==> config.mk <==
export PLATFORM = sky130hd
export DESIGN_NAME = dcfg_regs
export DESIGN_NICKNAME = d
export VERILOG_FILES = /design/src/common/dcfg_pkg.sv /design/src/rtl/dcfg_regs.sv
export VERILOG_INCLUDE_DIRS = /design/src /design/src/common
export SDC_FILE = /design/constraint.sdc
export NUM_CORES = 1
export LEC_CHECK = 0
export BUFFER_PORTS_ARGS = -buffer_cell sky130_fd_sc_hd__buf_2
export CORE_ASPECT_RATIO = 0.7
export CORE_MARGIN = 1
export CORE_UTILIZATION = 30
export CTS_BUF_LIST = sky130_fd_sc_hd__clkbuf_4 sky130_fd_sc_hd__clkbuf_8
export CTS_CLUSTER_DIAMETER = 30
export DETAILED_ROUTE_END_ITERATION = 8
export PLACE_DENSITY = 0.44
export SLEW_MARGIN = 10
export SYNTH_ARGS = -nofsm -noshare
export SYNTH_HDL_FRONTEND = slang
export SYNTH_SLANG_ARGS = --single-unit
==> constraint.sdc <==
create_clock -name clk_i -period 2.9 [get_ports clk_i]
set_input_delay 0.58 -clock clk_i [delete_from_list [all_inputs] [get_ports clk_i]]
set_output_delay 0.58 -clock clk_i [all_outputs]
set_load 0.01 [all_outputs]
==> src/common/dcfg_consts.svh <==
// register offsets, reset values, write masks and sizes of the datapath config bank
// assumes a byte-wide register port on the core clock
// Summary of operation
// tuning word bytes 31:24 at 0x117, 39:32 at 0x118, reset zero
// tuning word bits 47:40 at 0x119, reset value 0x10
// 16-bit oscillator phase offset, low byte 0x11A, high 0x11B, reset zero
// 13-bit phase compensation word, bits 7:0 at 0x11C, 12:8 at 0x11D
// sequencer control bit 0 enables transmit sequencer, resets to one
// bit 1 set routes shared pin to amplifier control, not sync; resets one
// bit 2 inverts external modulator control polarity, resets zero
// amplifier fall control bits 7:6 reset 2, rise control bits 5:4 reset 0
// software writes 0x8B to setup register 0x12D; reset 0x46 is unusable
// auxiliary converter powered only while 0x12F bit 0 is one
// read-only 16-bit converter reading, low byte 0x132, high 0x133
// setting refresh bit 0x134 captures a new temperature code
// DC offset correction applied only while 0x135 bit 0 is one
// 16-bit coarse offsets: I at 0x136/0x137, Q at 0x138/0x139
// 5-bit fine I offset in 0x13A bits 4:0, upper bits read zero
// 5-bit fine Q offset in 0x13B bits 4:0, reset zero
// update request bit starts tuning word load, acknowledge bit reports completion
// rise and fall count byte pairs are 16-bit sequencer delays
// reserved bits read zero and ignore writes
`ifndef DCFG_CONSTS_SVH
`define DCFG_CONSTS_SVH

`define DCFG_NREG        22
`define DCFG_A_UPD       9'h113
`define DCFG_A_TUNING_WORD_BYTE3      9'h117
`define DCFG_A_TUNING_WORD_BYTE4      9'h118
`define DCFG_A_TUNING_WORD_BYTE5      9'h119
`define DCFG_A_PHOFS0    9'h11A
`define DCFG_A_PHOFS1    9'h11B
`define DCFG_A_PHCMP0    9'h11C
`define DCFG_A_PHCMP1    9'h11D
`define DCFG_A_SEQCTL    9'h11F
`define DCFG_A_RISE0     9'h121
`define DCFG_A_RISE1     9'h122
`define DCFG_A_FALL0     9'h123
`define DCFG_A_FALL1     9'h124
`define DCFG_A_SETUP     9'h12D
`define DCFG_A_TCTL      9'h12F
`define DCFG_A_TEMP0     9'h132
`define DCFG_A_TEMP1     9'h133
`define DCFG_A_TREF      9'h134
`define DCFG_A_OFSCTL    9'h135
`define DCFG_A_IC0       9'h136
`define DCFG_A_IC1       9'h137
`define DCFG_A_QC0       9'h138
`define DCFG_A_QC1       9'h139
`define DCFG_A_IFINE     9'h13A
`define DCFG_A_QFINE     9'h13B

`define DCFG_R_ZERO      8'h00
`define DCFG_R_TUNING_WORD_BYTE5      8'h10
`define DCFG_R_SEQCTL    8'h83
`define DCFG_R_RISE0     8'h0F
`define DCFG_R_FALL      8'hFF
`define DCFG_R_SETUP     8'h46
`define DCFG_R_TCTL      8'h20

`define DCFG_M_ALL       8'hFF
`define DCFG_M_BIT0      8'h01
`define DCFG_M_5BIT      8'h1F
`define DCFG_M_SEQCTL    8'hF7

`define DCFG_B_SEQ_EN    0
`define DCFG_B_PIN_SEL   1
`define DCFG_B_INVERT    2
`define DCFG_B_ACK       1

`endif

==> src/common/dcfg_pkg.sv <==
// types shared by the datapath config bank
// assumes nothing beyond the constants header
package dcfg_pkg;

    typedef logic [7:0] dcfg_byte_t;
    typedef logic [8:0] dcfg_addr_t;

    // transmit enable sequencer states
    typedef enum logic [1:0] {
        SEQ_IDLE,
        SEQ_RISE,
        SEQ_ON,
        SEQ_FALL
    } dcfg_seq_e;

endpackage

==> src/rtl/dcfg_regs.sv <==
// datapath configuration register bank with transmit sequencer
// assumes a same-clock byte register port; transmit_enable_input and temperature code are async pins
`timescale 1ns/1ps
`include "dcfg_consts.svh"

module dcfg_regs (
    // clock and reset
    input  wire logic                 clk_i,
    input  wire logic                 rst_n_i,
    // register port
    input  wire dcfg_pkg::dcfg_addr_t reg_addr_i,
    input  wire logic                 reg_wr_i,
    input  wire dcfg_pkg::dcfg_byte_t reg_wdata_i,
    input  wire logic                 reg_rd_i,
    output dcfg_pkg::dcfg_byte_t      reg_rdata_o,
    // transmit sequencer pins
    input  wire logic                 transmit_enable_input_i,
    input  wire logic                 sync_i,
    output logic                      ext_amp_pin_o,
    output logic                      amp_on_o,
    output logic [1:0]                amp_ramp_up_ctrl_o,
    output logic [1:0]                amp_ramp_down_ctrl_o,
    // oscillator
    output logic [23:0]               freq_tuning_word_o,
    output logic [15:0]               osc_phase_offset_o,
    output logic [12:0]               phase_comp_word_o,
    output dcfg_pkg::dcfg_byte_t      datapath_setup_o,
    // auxiliary converter
    output logic                      aux_converter_on_o,
    input  wire logic [15:0]          temp_code_i,
    // dc offset
    output logic                      offset_module_on_o,
    output logic [15:0]               i_coarse_offset_o,
    output logic [15:0]               q_coarse_offset_o,
    output logic [4:0]                i_fine_offset_o,
    output logic [4:0]                q_fine_offset_o
);

    // ************************************************************
    // register table
    // ************************************************************
    localparam int N = `DCFG_NREG;

    localparam dcfg_pkg::dcfg_addr_t ADDR [N] = '{
        `DCFG_A_UPD, `DCFG_A_TUNING_WORD_BYTE3, `DCFG_A_TUNING_WORD_BYTE4, `DCFG_A_TUNING_WORD_BYTE5,
        `DCFG_A_PHOFS0, `DCFG_A_PHOFS1, `DCFG_A_PHCMP0, `DCFG_A_PHCMP1,
        `DCFG_A_SEQCTL, `DCFG_A_RISE0, `DCFG_A_RISE1, `DCFG_A_FALL0,
        `DCFG_A_FALL1, `DCFG_A_SETUP, `DCFG_A_TCTL, `DCFG_A_TREF,
        `DCFG_A_OFSCTL, `DCFG_A_IC0, `DCFG_A_IC1, `DCFG_A_QC0,
        `DCFG_A_QC1, `DCFG_A_IFINE
    };

    // ordered as ADDR; fine Q is held outside the table in qfine_q
    localparam dcfg_pkg::dcfg_byte_t RST [N] = '{
        `DCFG_R_ZERO, `DCFG_R_ZERO, `DCFG_R_ZERO, `DCFG_R_TUNING_WORD_BYTE5,
        `DCFG_R_ZERO, `DCFG_R_ZERO, `DCFG_R_ZERO, `DCFG_R_ZERO,
        `DCFG_R_SEQCTL, `DCFG_R_RISE0, `DCFG_R_ZERO, `DCFG_R_FALL,
        `DCFG_R_FALL, `DCFG_R_SETUP, `DCFG_R_TCTL, `DCFG_R_ZERO,
        `DCFG_R_ZERO, `DCFG_R_ZERO, `DCFG_R_ZERO, `DCFG_R_ZERO,
        `DCFG_R_ZERO, `DCFG_R_ZERO
    };

    localparam dcfg_pkg::dcfg_byte_t MASK [N] = '{
        `DCFG_M_BIT0, `DCFG_M_ALL, `DCFG_M_ALL, `DCFG_M_ALL,
        `DCFG_M_ALL, `DCFG_M_ALL, `DCFG_M_ALL, `DCFG_M_5BIT,
        `DCFG_M_SEQCTL, `DCFG_M_ALL, `DCFG_M_ALL, `DCFG_M_ALL,
        `DCFG_M_ALL, `DCFG_M_ALL, `DCFG_M_ALL, `DCFG_M_BIT0,
        `DCFG_M_BIT0, `DCFG_M_ALL, `DCFG_M_ALL, `DCFG_M_ALL,
        `DCFG_M_ALL, `DCFG_M_5BIT
    };

    dcfg_pkg::dcfg_byte_t regs_q [N];
    dcfg_pkg::dcfg_byte_t qfine_q;
    logic [N-1:0]         hit;
    dcfg_pkg::dcfg_byte_t rd_table;

    // ************************************************************
    // writable bytes
    // ************************************************************
    for (genvar k = 0; k < N; k++) begin : g_reg
        assign hit[k] = (reg_addr_i == ADDR[k]);
        always_ff @(posedge clk_i or negedge rst_n_i) begin
            if (!rst_n_i) begin
                regs_q[k] <= RST[k];
            end else if (reg_wr_i && hit[k]) begin
                regs_q[k] <= reg_wdata_i & MASK[k];
            end
        end
    end

    wire qfine_hit = (reg_addr_i == `DCFG_A_QFINE);

    always_ff @(posedge clk_i or negedge rst_n_i) begin
        if (!rst_n_i) begin
            qfine_q <= `DCFG_R_ZERO;
        end else if (reg_wr_i && qfine_hit) begin
            qfine_q <= reg_wdata_i & `DCFG_M_5BIT;
        end
    end

    // table slot of an address, resolved at elaboration
    function automatic int idx_of(input dcfg_pkg::dcfg_addr_t a);
        int r;
        r = 0;
        for (int i = 0; i < N; i++) begin
            if (ADDR[i] == a) begin
                r = i;
            end
        end
        return r;
    endfunction

    always_comb begin
        rd_table = '0;
        for (int i = 0; i < N; i++) begin
            rd_table = rd_table | (hit[i] ? regs_q[i] : '0);
        end
    end

    // ************************************************************
    // field decode
    // ************************************************************
    localparam int I_UPD    = idx_of(`DCFG_A_UPD);
    localparam int I_TUNING_WORD_BYTE3   = idx_of(`DCFG_A_TUNING_WORD_BYTE3);
    localparam int I_TUNING_WORD_BYTE4   = idx_of(`DCFG_A_TUNING_WORD_BYTE4);
    localparam int I_TUNING_WORD_BYTE5   = idx_of(`DCFG_A_TUNING_WORD_BYTE5);
    localparam int I_PHOFS0 = idx_of(`DCFG_A_PHOFS0);
    localparam int I_PHOFS1 = idx_of(`DCFG_A_PHOFS1);
    localparam int I_PHCMP0 = idx_of(`DCFG_A_PHCMP0);
    localparam int I_PHCMP1 = idx_of(`DCFG_A_PHCMP1);
    localparam int I_SEQCTL = idx_of(`DCFG_A_SEQCTL);
    localparam int I_RISE0  = idx_of(`DCFG_A_RISE0);
    localparam int I_RISE1  = idx_of(`DCFG_A_RISE1);
    localparam int I_FALL0  = idx_of(`DCFG_A_FALL0);
    localparam int I_FALL1  = idx_of(`DCFG_A_FALL1);
    localparam int I_SETUP  = idx_of(`DCFG_A_SETUP);
    localparam int I_TCTL   = idx_of(`DCFG_A_TCTL);
    localparam int I_OFSCTL = idx_of(`DCFG_A_OFSCTL);
    localparam int I_IC0    = idx_of(`DCFG_A_IC0);
    localparam int I_IC1    = idx_of(`DCFG_A_IC1);
    localparam int I_QC0    = idx_of(`DCFG_A_QC0);
    localparam int I_QC1    = idx_of(`DCFG_A_QC1);
    localparam int I_IFINE  = idx_of(`DCFG_A_IFINE);

    wire dcfg_pkg::dcfg_byte_t seq_ctl  = regs_q[I_SEQCTL];
    wire                       seq_en   = seq_ctl[`DCFG_B_SEQ_EN];
    wire                       pin_sel  = seq_ctl[`DCFG_B_PIN_SEL];
    wire                       pol_flip = seq_ctl[`DCFG_B_INVERT];
    wire [15:0] rise_cnt  = {regs_q[I_RISE1], regs_q[I_RISE0]};
    wire [15:0] fall_cnt  = {regs_q[I_FALL1], regs_q[I_FALL0]};
    wire        upd_req   = regs_q[I_UPD][0];
    wire        aux_on    = regs_q[I_TCTL][0];
    wire        ofs_on    = regs_q[I_OFSCTL][0];
    wire [23:0] ftw_stage = {regs_q[I_TUNING_WORD_BYTE5], regs_q[I_TUNING_WORD_BYTE4], regs_q[I_TUNING_WORD_BYTE3]};

    assign amp_ramp_down_ctrl_o = seq_ctl[7:6];
    assign amp_ramp_up_ctrl_o   = seq_ctl[5:4];
    assign osc_phase_offset_o   = {regs_q[I_PHOFS1], regs_q[I_PHOFS0]};
    assign phase_comp_word_o    = {regs_q[I_PHCMP1][4:0], regs_q[I_PHCMP0]};
    assign datapath_setup_o     = regs_q[I_SETUP];
    assign aux_converter_on_o   = aux_on;
    assign offset_module_on_o   = ofs_on;

    // correction values only reach the datapath while the module is on
    assign i_coarse_offset_o = ofs_on ? {regs_q[I_IC1], regs_q[I_IC0]} : '0;
    assign q_coarse_offset_o = ofs_on ? {regs_q[I_QC1], regs_q[I_QC0]} : '0;
    assign i_fine_offset_o   = ofs_on ? regs_q[I_IFINE][4:0] : '0;
    assign q_fine_offset_o   = ofs_on ? qfine_q[4:0] : '0;

    // ************************************************************
    // tuning word update handshake
    // ************************************************************
    logic        ack_q;
    logic [23:0] ftw_q;

    always_ff @(posedge clk_i or negedge rst_n_i) begin
        if (!rst_n_i) begin
            ack_q <= 1'b0;
            ftw_q <= {`DCFG_R_TUNING_WORD_BYTE5, `DCFG_R_ZERO, `DCFG_R_ZERO};
        end else if (!upd_req) begin
            ack_q <= 1'b0;
        end else if (!ack_q) begin
            ack_q <= 1'b1;
            ftw_q <= ftw_stage;
        end
    end

    assign freq_tuning_word_o = ftw_q;

    // ************************************************************
    // pin synchronisers
    // ************************************************************
    logic        transmit_enable_input_m_q, transmit_enable_input_q;
    logic [15:0] temp_m_q, temp_s_q;

    always_ff @(posedge clk_i or negedge rst_n_i) begin
        if (!rst_n_i) begin
            transmit_enable_input_m_q <= 1'b0;
            transmit_enable_input_q   <= 1'b0;
            temp_m_q <= '0;
            temp_s_q <= '0;
        end else begin
            transmit_enable_input_m_q <= transmit_enable_input_i;
            transmit_enable_input_q   <= transmit_enable_input_m_q;
            temp_m_q <= temp_code_i;
            temp_s_q <= temp_m_q;
        end
    end

    // ************************************************************
    // temperature readback
    // ************************************************************
    logic [15:0] temp_rb_q;
    wire refresh_wr = reg_wr_i && (reg_addr_i == `DCFG_A_TREF) && reg_wdata_i[0];

    always_ff @(posedge clk_i or negedge rst_n_i) begin
        if (!rst_n_i) begin
            temp_rb_q <= '0;
        end else if (refresh_wr && aux_on) begin
            temp_rb_q <= temp_s_q;
        end
    end

    // ************************************************************
    // transmit enable sequencer
    // ************************************************************
    dcfg_pkg::dcfg_seq_e seq_q, seq_d;
    logic [15:0]         cnt_q, cnt_d;
    logic                pin_q;

    always_comb begin
        seq_d = seq_q;
        cnt_d = cnt_q;
        unique case (seq_q)
            dcfg_pkg::SEQ_IDLE: begin
                if (transmit_enable_input_q) begin
                    seq_d = dcfg_pkg::SEQ_RISE;
                    cnt_d = rise_cnt;
                end
            end
            dcfg_pkg::SEQ_RISE: begin
                if (!transmit_enable_input_q) begin
                    seq_d = dcfg_pkg::SEQ_IDLE;
                end else if (cnt_q == '0) begin
                    seq_d = dcfg_pkg::SEQ_ON;
                end else begin
                    cnt_d = cnt_q - 16'h0001;
                end
            end
            dcfg_pkg::SEQ_ON: begin
                if (!transmit_enable_input_q) begin
                    seq_d = dcfg_pkg::SEQ_FALL;
                    cnt_d = fall_cnt;
                end
            end
            dcfg_pkg::SEQ_FALL: begin
                if (transmit_enable_input_q) begin
                    seq_d = dcfg_pkg::SEQ_ON;
                end else if (cnt_q == '0) begin
                    seq_d = dcfg_pkg::SEQ_IDLE;
                end else begin
                    cnt_d = cnt_q - 16'h0001;
                end
            end
        endcase
        if (!seq_en) begin
            seq_d = dcfg_pkg::SEQ_IDLE;
        end
    end

    // with the sequencer off the amplifier follows transmit_enable_input directly
    wire amp_on = seq_en ? (seq_q == dcfg_pkg::SEQ_ON || seq_q == dcfg_pkg::SEQ_FALL)
                         : transmit_enable_input_q;

    always_ff @(posedge clk_i or negedge rst_n_i) begin
        if (!rst_n_i) begin
            seq_q <= dcfg_pkg::SEQ_IDLE;
            cnt_q <= '0;
            pin_q <= 1'b0;
        end else begin
            seq_q <= seq_d;
            cnt_q <= cnt_d;
            pin_q <= pin_sel ? (amp_on ^ pol_flip) : sync_i;
        end
    end

    assign ext_amp_pin_o = pin_q;
    assign amp_on_o      = amp_on;

    // ************************************************************
    // read port
    // ************************************************************
    dcfg_pkg::dcfg_byte_t rdata_q;
    dcfg_pkg::dcfg_byte_t rd_mux;
    wire                  ack_hit = (reg_addr_i == `DCFG_A_UPD);

    assign rd_mux = rd_table
                  | (qfine_hit ? qfine_q : '0)
                  | (ack_hit ? {6'h00, ack_q, 1'b0} : '0)
                  | ((reg_addr_i == `DCFG_A_TEMP0) ? temp_rb_q[7:0] : '0)
                  | ((reg_addr_i == `DCFG_A_TEMP1) ? temp_rb_q[15:8] : '0);

    always_ff @(posedge clk_i or negedge rst_n_i) begin
        if (!rst_n_i) begin
            rdata_q <= '0;
        end else if (reg_rd_i) begin
            rdata_q <= rd_mux;
        end
    end

    assign reg_rdata_o = rdata_q;
endmodule // dcfg_regs

# Word-level counts from Yosys, hierarchy flattened
# Cells that the tools add are included.
# op_classes
bitwise_logic,27
reduce_logical,31
add_sub_neg,1
mux,47
eq_ne,36
# op_table
op,n
"9-bit equality test, second input constant",25
8-bit 2-to-1 mux,19
8-bit OR,18
16-bit 2-to-1 mux,7
16-bit case mux with 4 select lines,1
1-bit logical AND,25
5-bit 2-to-1 mux,5
8-bit by 5-bit OR with 8-bit output,3
16-bit zero test,1
2-bit 2-to-1 mux,8
8-bit by 1-bit OR with 8-bit output,2
"16-bit by 1-bit subtractor with 16-bit output, second input constant",1
"2-bit inequality test, second input constant",4
"4-bit inequality test, second input constant",2
1-bit by 8-bit OR with 8-bit output,1
8-bit by 2-bit OR with 8-bit output,1
2-bit case mux with 4 select lines,1
4-bit AND reduction,2
1-bit 2-to-1 mux,6
"3-bit inequality test, second input constant",2
"2-bit equality test, second input constant",2
"2-bit by 1-bit equality test with 1-bit output, second input constant",1
2-bit zero test,1
2-bit AND reduction,1
3 further kinds,3
# word_totals
reg_bits,255
out_inout_bits,119
elab_cells,176

# Logic depth before layout (Yosys ltp)
# Gate-level depths: netlist of run 1.
# depth
ltp_word,27
mapped_depth,8

# Worst setup path before layout of run 1
# No wires, ideal clock.
# synth_path
path_kind,input -> register
from,input port reg_addr_i[8]
to,register temp_rb_q[10]
path_stages,7
setup_ps,125
path_buffers,2
t_arrival_ps,2118
slack_ps,658
path_cell_list,clkbuf_2 -> and4b_1 -> and2_1 -> nand3_1 -> nor2_2 -> buf_2 -> mux2_2
# synth_via
elab_chain_cells,4
# synth_rtl
element,line_no,source
from (decl),dcfg_regs.sv:11,"input wire dcfg_pkg::dcfg_addr_t reg_addr_i,"
9-bit equality test (no line),n/a,
1-bit logical AND (2 in series),dcfg_regs.sv:214,wire refresh_wr = reg_wr_i && (reg_addr_i == `DCFG_A_TREF) && reg_wdata_i[0];
1-bit logical AND,dcfg_regs.sv:219,end else if (refresh_wr && aux_on) begin
to (signal assigned),dcfg_regs.sv:220,temp_rb_q <= temp_s_q;
to (decl),dcfg_regs.sv:213,logic [15:0] temp_rb_q;
# No other way between the ends.
# A chain may end at the register's enable or synchronous reset.

# Worst setup path in the final report of run 1
# layout_path
from,register cnt_q[0]
to,register cnt_q[8]
# layout_via
elab_chain_cells,4
elab_cells_between_ends,6
# layout_rtl
element,line_no,source
from (decl),dcfg_regs.sv:228,"logic [15:0] cnt_q, cnt_d;"
from (signal assigned),dcfg_regs.sv:282,cnt_q <= cnt_d;
16-bit by 1-bit subtractor with 16-bit output / 16-bit zero test (equally long branches),n/a,
16-bit 2-to-1 mux (*),"dcfg_regs.sv:244, dcfg_regs.sv:259",
16-bit 2-to-1 mux (on tied branches),"dcfg_regs.sv:257, dcfg_regs.sv:242",
16-bit case mux with 4 select lines (*),dcfg_regs.sv:234,unique case (seq_q)
# Mark *: on every way between the ends. The rest lies on a longest branch, timed or not. The select of a mux whose other input is x is not followed.

==> reports/metrics.yaml, run 1 <==
outcome:
  outcome: "finished clean"
power_and_ir_drop:
  peakVddDrop_v: 0.000295
  leakage_nw: 7.22
  totalPowerFinal_w: 0.00882
  p_per_area_mw_per_mm2: 589
setup_path:
  crit_required_ns: 3.41
  criticalPathCategory: "reg2reg"
  startpoint_type: "flip-flop"
  worstSetupEndpointType: "flip-flop"
  critPathArrivalTime_ns: 3.05
  cp_max_fo: 12
cells_and_area:
  fill_cells: 4017
  n_antenna_cell: 0
  final_nets: 1212
  drive_gt1_share_pct: 48.1
  utilization_pct: 37.4
  area_growth_pct: 22.2
clock_tree:
  cts_made_buffers: 55
  htree_num_levels: 2
  post_cts_buffers: 0
  clock_latency_ns: 0.60
  cts.sinks: 255
  clkTransAtPathRegs_ns: 0.06
  clockBufferDepth: 3
  cts_tree: "built"
  cts_root_buffer: "clkbuf_8"
global_routing:
  antenna_found_initial: 2
  grt_max_degree: 60
  grt_util_all_layers_pct: 21.0
  gr-total-overflow: 0
  grt_pass1_wl_um: 63900
  grt_pass1_vias: 9024
synth:
  yosysWarnings: 0
  seq_area_frac_synth_pct: 52.4
  netlist_area_mm2: 0.0122
  yosysUniqueCellTypes: 75
  avgSynthCellArea_um2: 12.2
  synthArstFlopShare_pct: 100
  synth-seq-cells: 255
  syn_nets: 1040
  postSynthCellCount: 1000
  synth-edff-count: 0
  ys.flop_type: "dfrtp_1"
timing:
  hold_slack_ns: 0.0817
  setup_tns_ns: 0
  finalMaxSlewViolations: 0
  tightest_slew_ns: 0.934
  fin_crit_ns: 2.54
  hold_violations: 0
  post-route-period-util_pct: 87.8
  rsz0062_at_grt: "no"
  max_freq_ghz: 0.393
  finClkSkew_ns: 0.0235
  setup_viol: 0
  postLayoutSetupSlackWorst_ns: 0.355
  slew_headroom_pct: 36.9
drt:
  vias_per_cell: 5.18
  postRouteAntennaNets: 0
  drt_wl_total_um: 43200
  drc: 0
  wl_per_cell_um: 24.7
  firstDrtPassIters: 7
  vias: 9077
  drt_iter0_drc: 747
job:
  maxCapViolations: 0
floorplanning:
  die_area_mm2: 0.0416
  start_util_pct: 30.6
  rows: 61
  ioPinCount: 158
  die_h_um: 171
  core_area_mm2: 0.0400
  die_w_um: 243
worst_hold_path:
  hold_class: "in2reg"
placed_design:
  portBuffers: 157
  dp_slack_ns: 0.0824
  gp_congestion: 0.899
  dp_hpwl_um: 31600
==> critical path: stages (launching register included) <==
cell	delay [ns]
dfrtp_1	0.39
inv_1	0.08
ha_1	0.18
or4b_2	0.70
nand3b_1	0.27
o21ai_4	0.38
buf_4	0.20
o21bai_1	0.07
a21oi_1	0.19
==> Yosys cell counts (4+ instances only) <==
library cell / n / area, µm²
buf_1: 5 / 18.8
o21ai_0: 19 / 95.1
a22o_1: 4 / 35.0
inv_1: 10 / 37.5
mux2i_1: 19 / 190
nor4bb_1: 4 / 40.0
a21oi_1: 25 / 125
o22ai_1: 6 / 37.5
mux4_2: 5 / 113
a221oi_1: 13 / 114
buf_2: 17 / 85.1
a31oi_1: 11 / 68.8
nand3_1: 36 / 180
a22oi_1: 16 / 120
buf_4: 42 / 315
clkbuf_1: 38 / 143
a32oi_1: 8 / 70.1
nor2b_1: 10 / 62.6
nand2b_1: 8 / 50.1
nand4_1: 9 / 56.3
mux2_2: 218 / 2450
nor2_1: 26 / 97.6
nor3_1: 15 / 75.1
and2_1: 49 / 307
dfrtp_1: 226 / 5660
nand2_1: 38 / 143
dfstp_2: 29 / 762
nand3b_1: 4 / 30.0
and3_1: 10 / 62.6
nor4b_1: 4 / 35.0
==> sequential cells by signal, summed over array words and instances, names as in the netlist, 2 cells and up <==
name                flops
regs_q                 62
freq_tuning_word_o     24
ftw_stage              24
cnt_q                  16
fall_cnt               16
osc_phase_offset_o     16
temp_m_q               16
temp_rb_q              16
temp_s_q               16
phase_comp_word_o      13
datapath_setup_o        8
reg_rdata_o             8
seq_ctl                 7
qfine_q                 5
seq_q                   2
==> cell usage in the layout (no fill, tap or decap), drive strengths merged, types with 10 or more instances in the layout <==
cell type  Yosys  layout
a21oi         25      25
a221oi        13      13
a22oi         16      16
a31oi         11      11
and2          49      49
and3          10      10
buf           65     218
clkbuf        39      74
clkinv         1      14
dfrtp        226     226
dfstp         29      29
inv           10      11
mux2         218     218
mux2i         19      19
nand2         38      38
nand3         37      37
nor2          28      28
nor2b         10      10
nor3          16      16
o21ai         23      23
==> through the flow <==
step                      cells  area [µm²]
after floorplan            1000       12200
after global placement     1649       13700
after detailed placement   1649       13700
after CTS                  1751       15000
after global routing       1751       15000
final                      1751       15000
==> layer usage <==
layer	routed length, µm	GRT usage [%]	part of all wire [%]	up-vias
met4	820	5.20	1.9	2
li1	-	-	-	4016
met2	17500	28.9	41	331
met3	2710	4.38	6.3	60
met1	22100	32.6	51	4668
met5	13	0	0.030	-
==> power breakdown <==
part | internal [W] | switching, W | total [W] | leakage, nW
registers | 0.00368 | 0.000102 | 0.00378 | 3.34
logic | 0.000234 | 0.000402 | 0.000636 | 3.24
clock network | 0.00265 | 0.00175 | 0.00440 | 0.642
==> cell families (layout without fill, tap and decap cells) <==
kind of cell,Yosys count,in the layout,synth area share (%)
simple gates,242,242,11.4
flops,255,255,52.4
mux,242,242,22.5
xor+xnor,1,1,0.0715
fa+ha+maj,1,1,0.102
buf+inv,115,331,5.06
compound gates,144,144,8.47
==> worst paths after layout <==
check | start | endpoint | slack [ns] | cells after the start
max | cnt_q[0] | cnt_q[8] | 0.36 | 8
min in group asynchronous | rst_n_i | ftw_stage[12] | 0.54 | 2
min reg2reg | temp_m_q[1] | temp_s_q[1] | 0.34 | 0
max reg2reg | cnt_q[0] | cnt_q[8] | 0.36 | 8
max in group asynchronous | rst_n_i | fall_cnt[4] | 1.62 | 3
min | temp_code_i[9] | temp_m_q[9] | 0.08 | 1
==> cell type report <==
| type | count | area (µm²) | area share (%) |
|---|---|---|---|
| clock inverters | 27 | 307 | 2.05 |
| flip-flops and latches | 255 | 6420 | 42.9 |
| multi-input cells | 630 | 5210 | 34.8 |
| inverters | 11 | 41.3 | 0.276 |
| well taps | 535 | 669 | 4.47 |
| repair buffers | 219 | 1350 | 9.03 |
| clock buffers | 74 | 968 | 6.47 |
==> timing repair <==
action / in CTS / in global routing
setup endpoints to repair: 0 / 0
hold buffers: 1 / 0
hold endpoints to repair: 51 / 0
resized for setup: 0 / 0
(Power assumes the default switching activity.)
==> inputs of run 2 (changes only) <==
==> constraint.sdc (replaced) <==
create_clock -name clk_i -period 3.1 [get_ports clk_i]
set_input_delay 0.62 -clock clk_i [delete_from_list [all_inputs] [get_ports clk_i]]
set_output_delay 0.62 -clock clk_i [all_outputs]
set_load 0.01 [all_outputs]
==> run 2 against run 1 <==
Critical path depth is 2 lower. Sequential power is 6.3% lower. Highest routed layer is now met4. Register-to-register slack better by 0.18 ns. Setup slack better by 0.12 ns. Routed wire length is 1.0% lower. Clock power is 8.6% lower. First-iteration DRC count is 8.3% lower. Critical endpoint is now reg_rdata_o[4]. Combinational power is 8.8% lower. Cell area is 0.99% lower.
==> reports/metrics.yaml, run 2 (same netlist as run 1, synthesis figures left out) <==
outcome:
  outcome: "finished clean"
global_routing:
  gr-total-overflow: 0  # unchanged
  grt_pass1_wl_um: 62900  # -1.5%
  grt_pass1_vias: 9043  # +0.21%
  grt_max_degree: 72  # +20%
  antenna_found_initial: 0  # -2
  grt_util_all_layers_pct: 20.7  # -0.27 points
worst_hold_path:
  hold_class: "in2reg"
floorplanning:
  die_w_um: 243  # unchanged
  start_util_pct: 30.6  # unchanged
  die_area_mm2: 0.0416  # unchanged
  rows: 61  # unchanged
  ioPinCount: 158  # unchanged
  die_h_um: 171  # unchanged
  core_area_mm2: 0.0400  # unchanged
setup_path:
  path_cells: "buf_2 > nand2b_1 > nor3_1 > and3_1 > a2111oi_0 > a31oi_1"
  reg2reg_slack_ns: 0.54  # +0.18 ns
  critPathArrivalTime_ns: 3.04  # about the same
  cpMaxStageDelayCell: "a2111oi_0"
  cpPeakStageDelay_ns: 0.92  # +0.22 ns
  criticalPathCategory: "in2reg"
  cp_max_fo: 30  # +18
  startpoint_type: "input pin"
  crit_required_ns: 3.51  # +0.10 ns
  worstSetupEndpointType: "flip-flop"
drt:
  wl_per_cell_um: 24.6  # -0.22%
  firstDrtPassIters: 7  # unchanged
  vias: 9072  # -0.055%
  drt_wl_total_um: 42800  # -1.0%
  drc: 0  # unchanged
  postRouteAntennaNets: 0  # unchanged
  vias_per_cell: 5.22  # +0.75%
  drt_iter0_drc: 685  # -8.3%
placed_design:
  dp_hpwl_um: 31200  # -1.3%
  placed_area_mm2: 0.0136  # -0.73%
  gp_congestion: 0.896  # -0.32%
  place_inst: 1639  # -0.61%
  portBuffers: 157  # unchanged
power_and_ir_drop:
  peakVddDrop_v: 0.000266  # -9.9%
  totalPowerFinal_w: 0.00814  # -7.7%
  p_per_area_mw_per_mm2: 549  # -6.8%
  leakage_nw: 7.14  # -1.2%
  comb_power_share_pct: 7.1  # about the same
  p_sw_share_pct: 25.0  # -0.65 points
  pwr-share-seq_pct: 43.5  # +0.6 points
  switching_power_w: 0.00203  # -10%
  p_int_w: 0.00611  # -6.9%
  p_clk_share_pct: 49.4  # -0.5 points
clock_tree:
  post_cts_buffers: 0  # unchanged
  cts_made_buffers: 51  # -7.3%
  cts_resized: 0  # unchanged
  clkTransAtPathRegs_ns: 0.06  # about the same
  clock_latency_ns: 0.59  # about the same
  cts_tree: "built"
  postCtsHoldBufs: 1  # unchanged
  htree_num_levels: 2  # unchanged
  clockBufferDepth: 3  # unchanged
  cts.sinks: 255  # unchanged
  cts_root_buffer: "clkbuf_8"
job:
  maxCapViolations: 0  # unchanged
timing:
  tightest_slew_ns: 1.05  # +0.120 ns
  finalMaxSlewViolations: 0  # unchanged
  post-route-period-util_pct: 84.6
  fin_crit_ns: 2.62
  rsz0062_at_grt: "no"
  max_freq_ghz: 0.381
  slew_headroom_pct: 27.9  # -9.0 points
  hold_violations: 0  # unchanged
  finClkSkew_ns: 0.0233  # -0.000196 ns
  setup_tns_ns: 0  # unchanged
  setup_viol: 0  # unchanged
cells_and_area:
  drive_gt1_share_pct: 47.5  # -0.65 points
  final_common_cell: "dfrtp_1"
  top_register: "regs_q"
  largest_reg_flops: 62  # unchanged
  utilization_pct: 37.1  # -0.37 points
  final_nets: 1198  # -1.2%
  area_growth_pct: 21.0
  fin_cells: 1737  # -0.80%
  final_area_mm2: 0.0148  # -0.99%
  final_cell_mix: "dfrtp_1 (226), mux2_2 (218), buf_2 (156)"
-- run 2: changes by cell type in the layout (fill, tap and decap cells not counted), moves of 2 or more --
cell,change
clkbuf_8,-5
clkinv_2,-3
clkbuf_4,+4
buf_4,-8
buf_12,-2
-- run 2: metal layers --
metal / track usage, % / wire length [µm]
met1: 32.3 / 21900
met2: 28.5 / 17100
met3: 3.97 / 2910
met5: 0 / 0
met4: 5.52 / 926
-- run 2: path summary, 6_finish.rpt --
| path | start | to | cells past startpoint |
|---|---|---|---|
| worst max register to register | cnt_q[0] | cnt_q[2] | 7 |
| min in group asynchronous | rst_n_i | freq_tuning_word_o[9] | 2 |
| max in group asynchronous | rst_n_i | fall_cnt[0] | 3 |
| worst min-delay path | temp_code_i[9] | temp_m_q[9] | 1 |
| worst min register to register | temp_m_q[3] | temp_s_q[3] | 0 |
| worst max-delay path | reg_addr_i[2] | reg_rdata_o[4] | 6 |
-- run 2: layout make-up --
| cell class | count | area, µm² |
|---|---|---|
| Multi-Input combinational cell | 630 | 5210 |
| Clock buffer | 73 | 930 |
| Tap cell | 535 | 669 |
| Sequential cell | 255 | 6420 |
| Clock inverter | 23 | 295 |
| Antenna cell | 1 | 2.50 |
| Fill cell | 4042 | 25200 |
| Inverter | 11 | 41.3 |
| Timing Repair Buffer | 209 | 1250 |
-- run 2: worst max-delay path: cells and delay by family --
family / cells / cell delay (ns)
AO/OA/AOI/OAI: 2 / 1.09
buffers and inverters: 1 / 0.50
AND/OR/NAND/NOR: 3 / 0.82
-- run 2: power groups by stage --
stage               Sequential [W]  Combinational, W  Clock [W]
CTS                        0.00354          0.000586    0.00415
global route               0.00355          0.000634    0.00431
global placement           0.00359          0.000580          0
detailed placement         0.00359          0.000582          0
floorplan                  0.00355          0.000315          0
finish                     0.00354          0.000580    0.00402
-- run 2: per-stage QoR --
step                      hold WS (ns)  worst slack, ns
final                            0.138            0.477
after global routing            0.0989            0.363
after CTS                       0.0924            0.499
after detailed placement         0.336            0.120
after global placement           0.334            0.125
after floorplan                  0.324            0.818
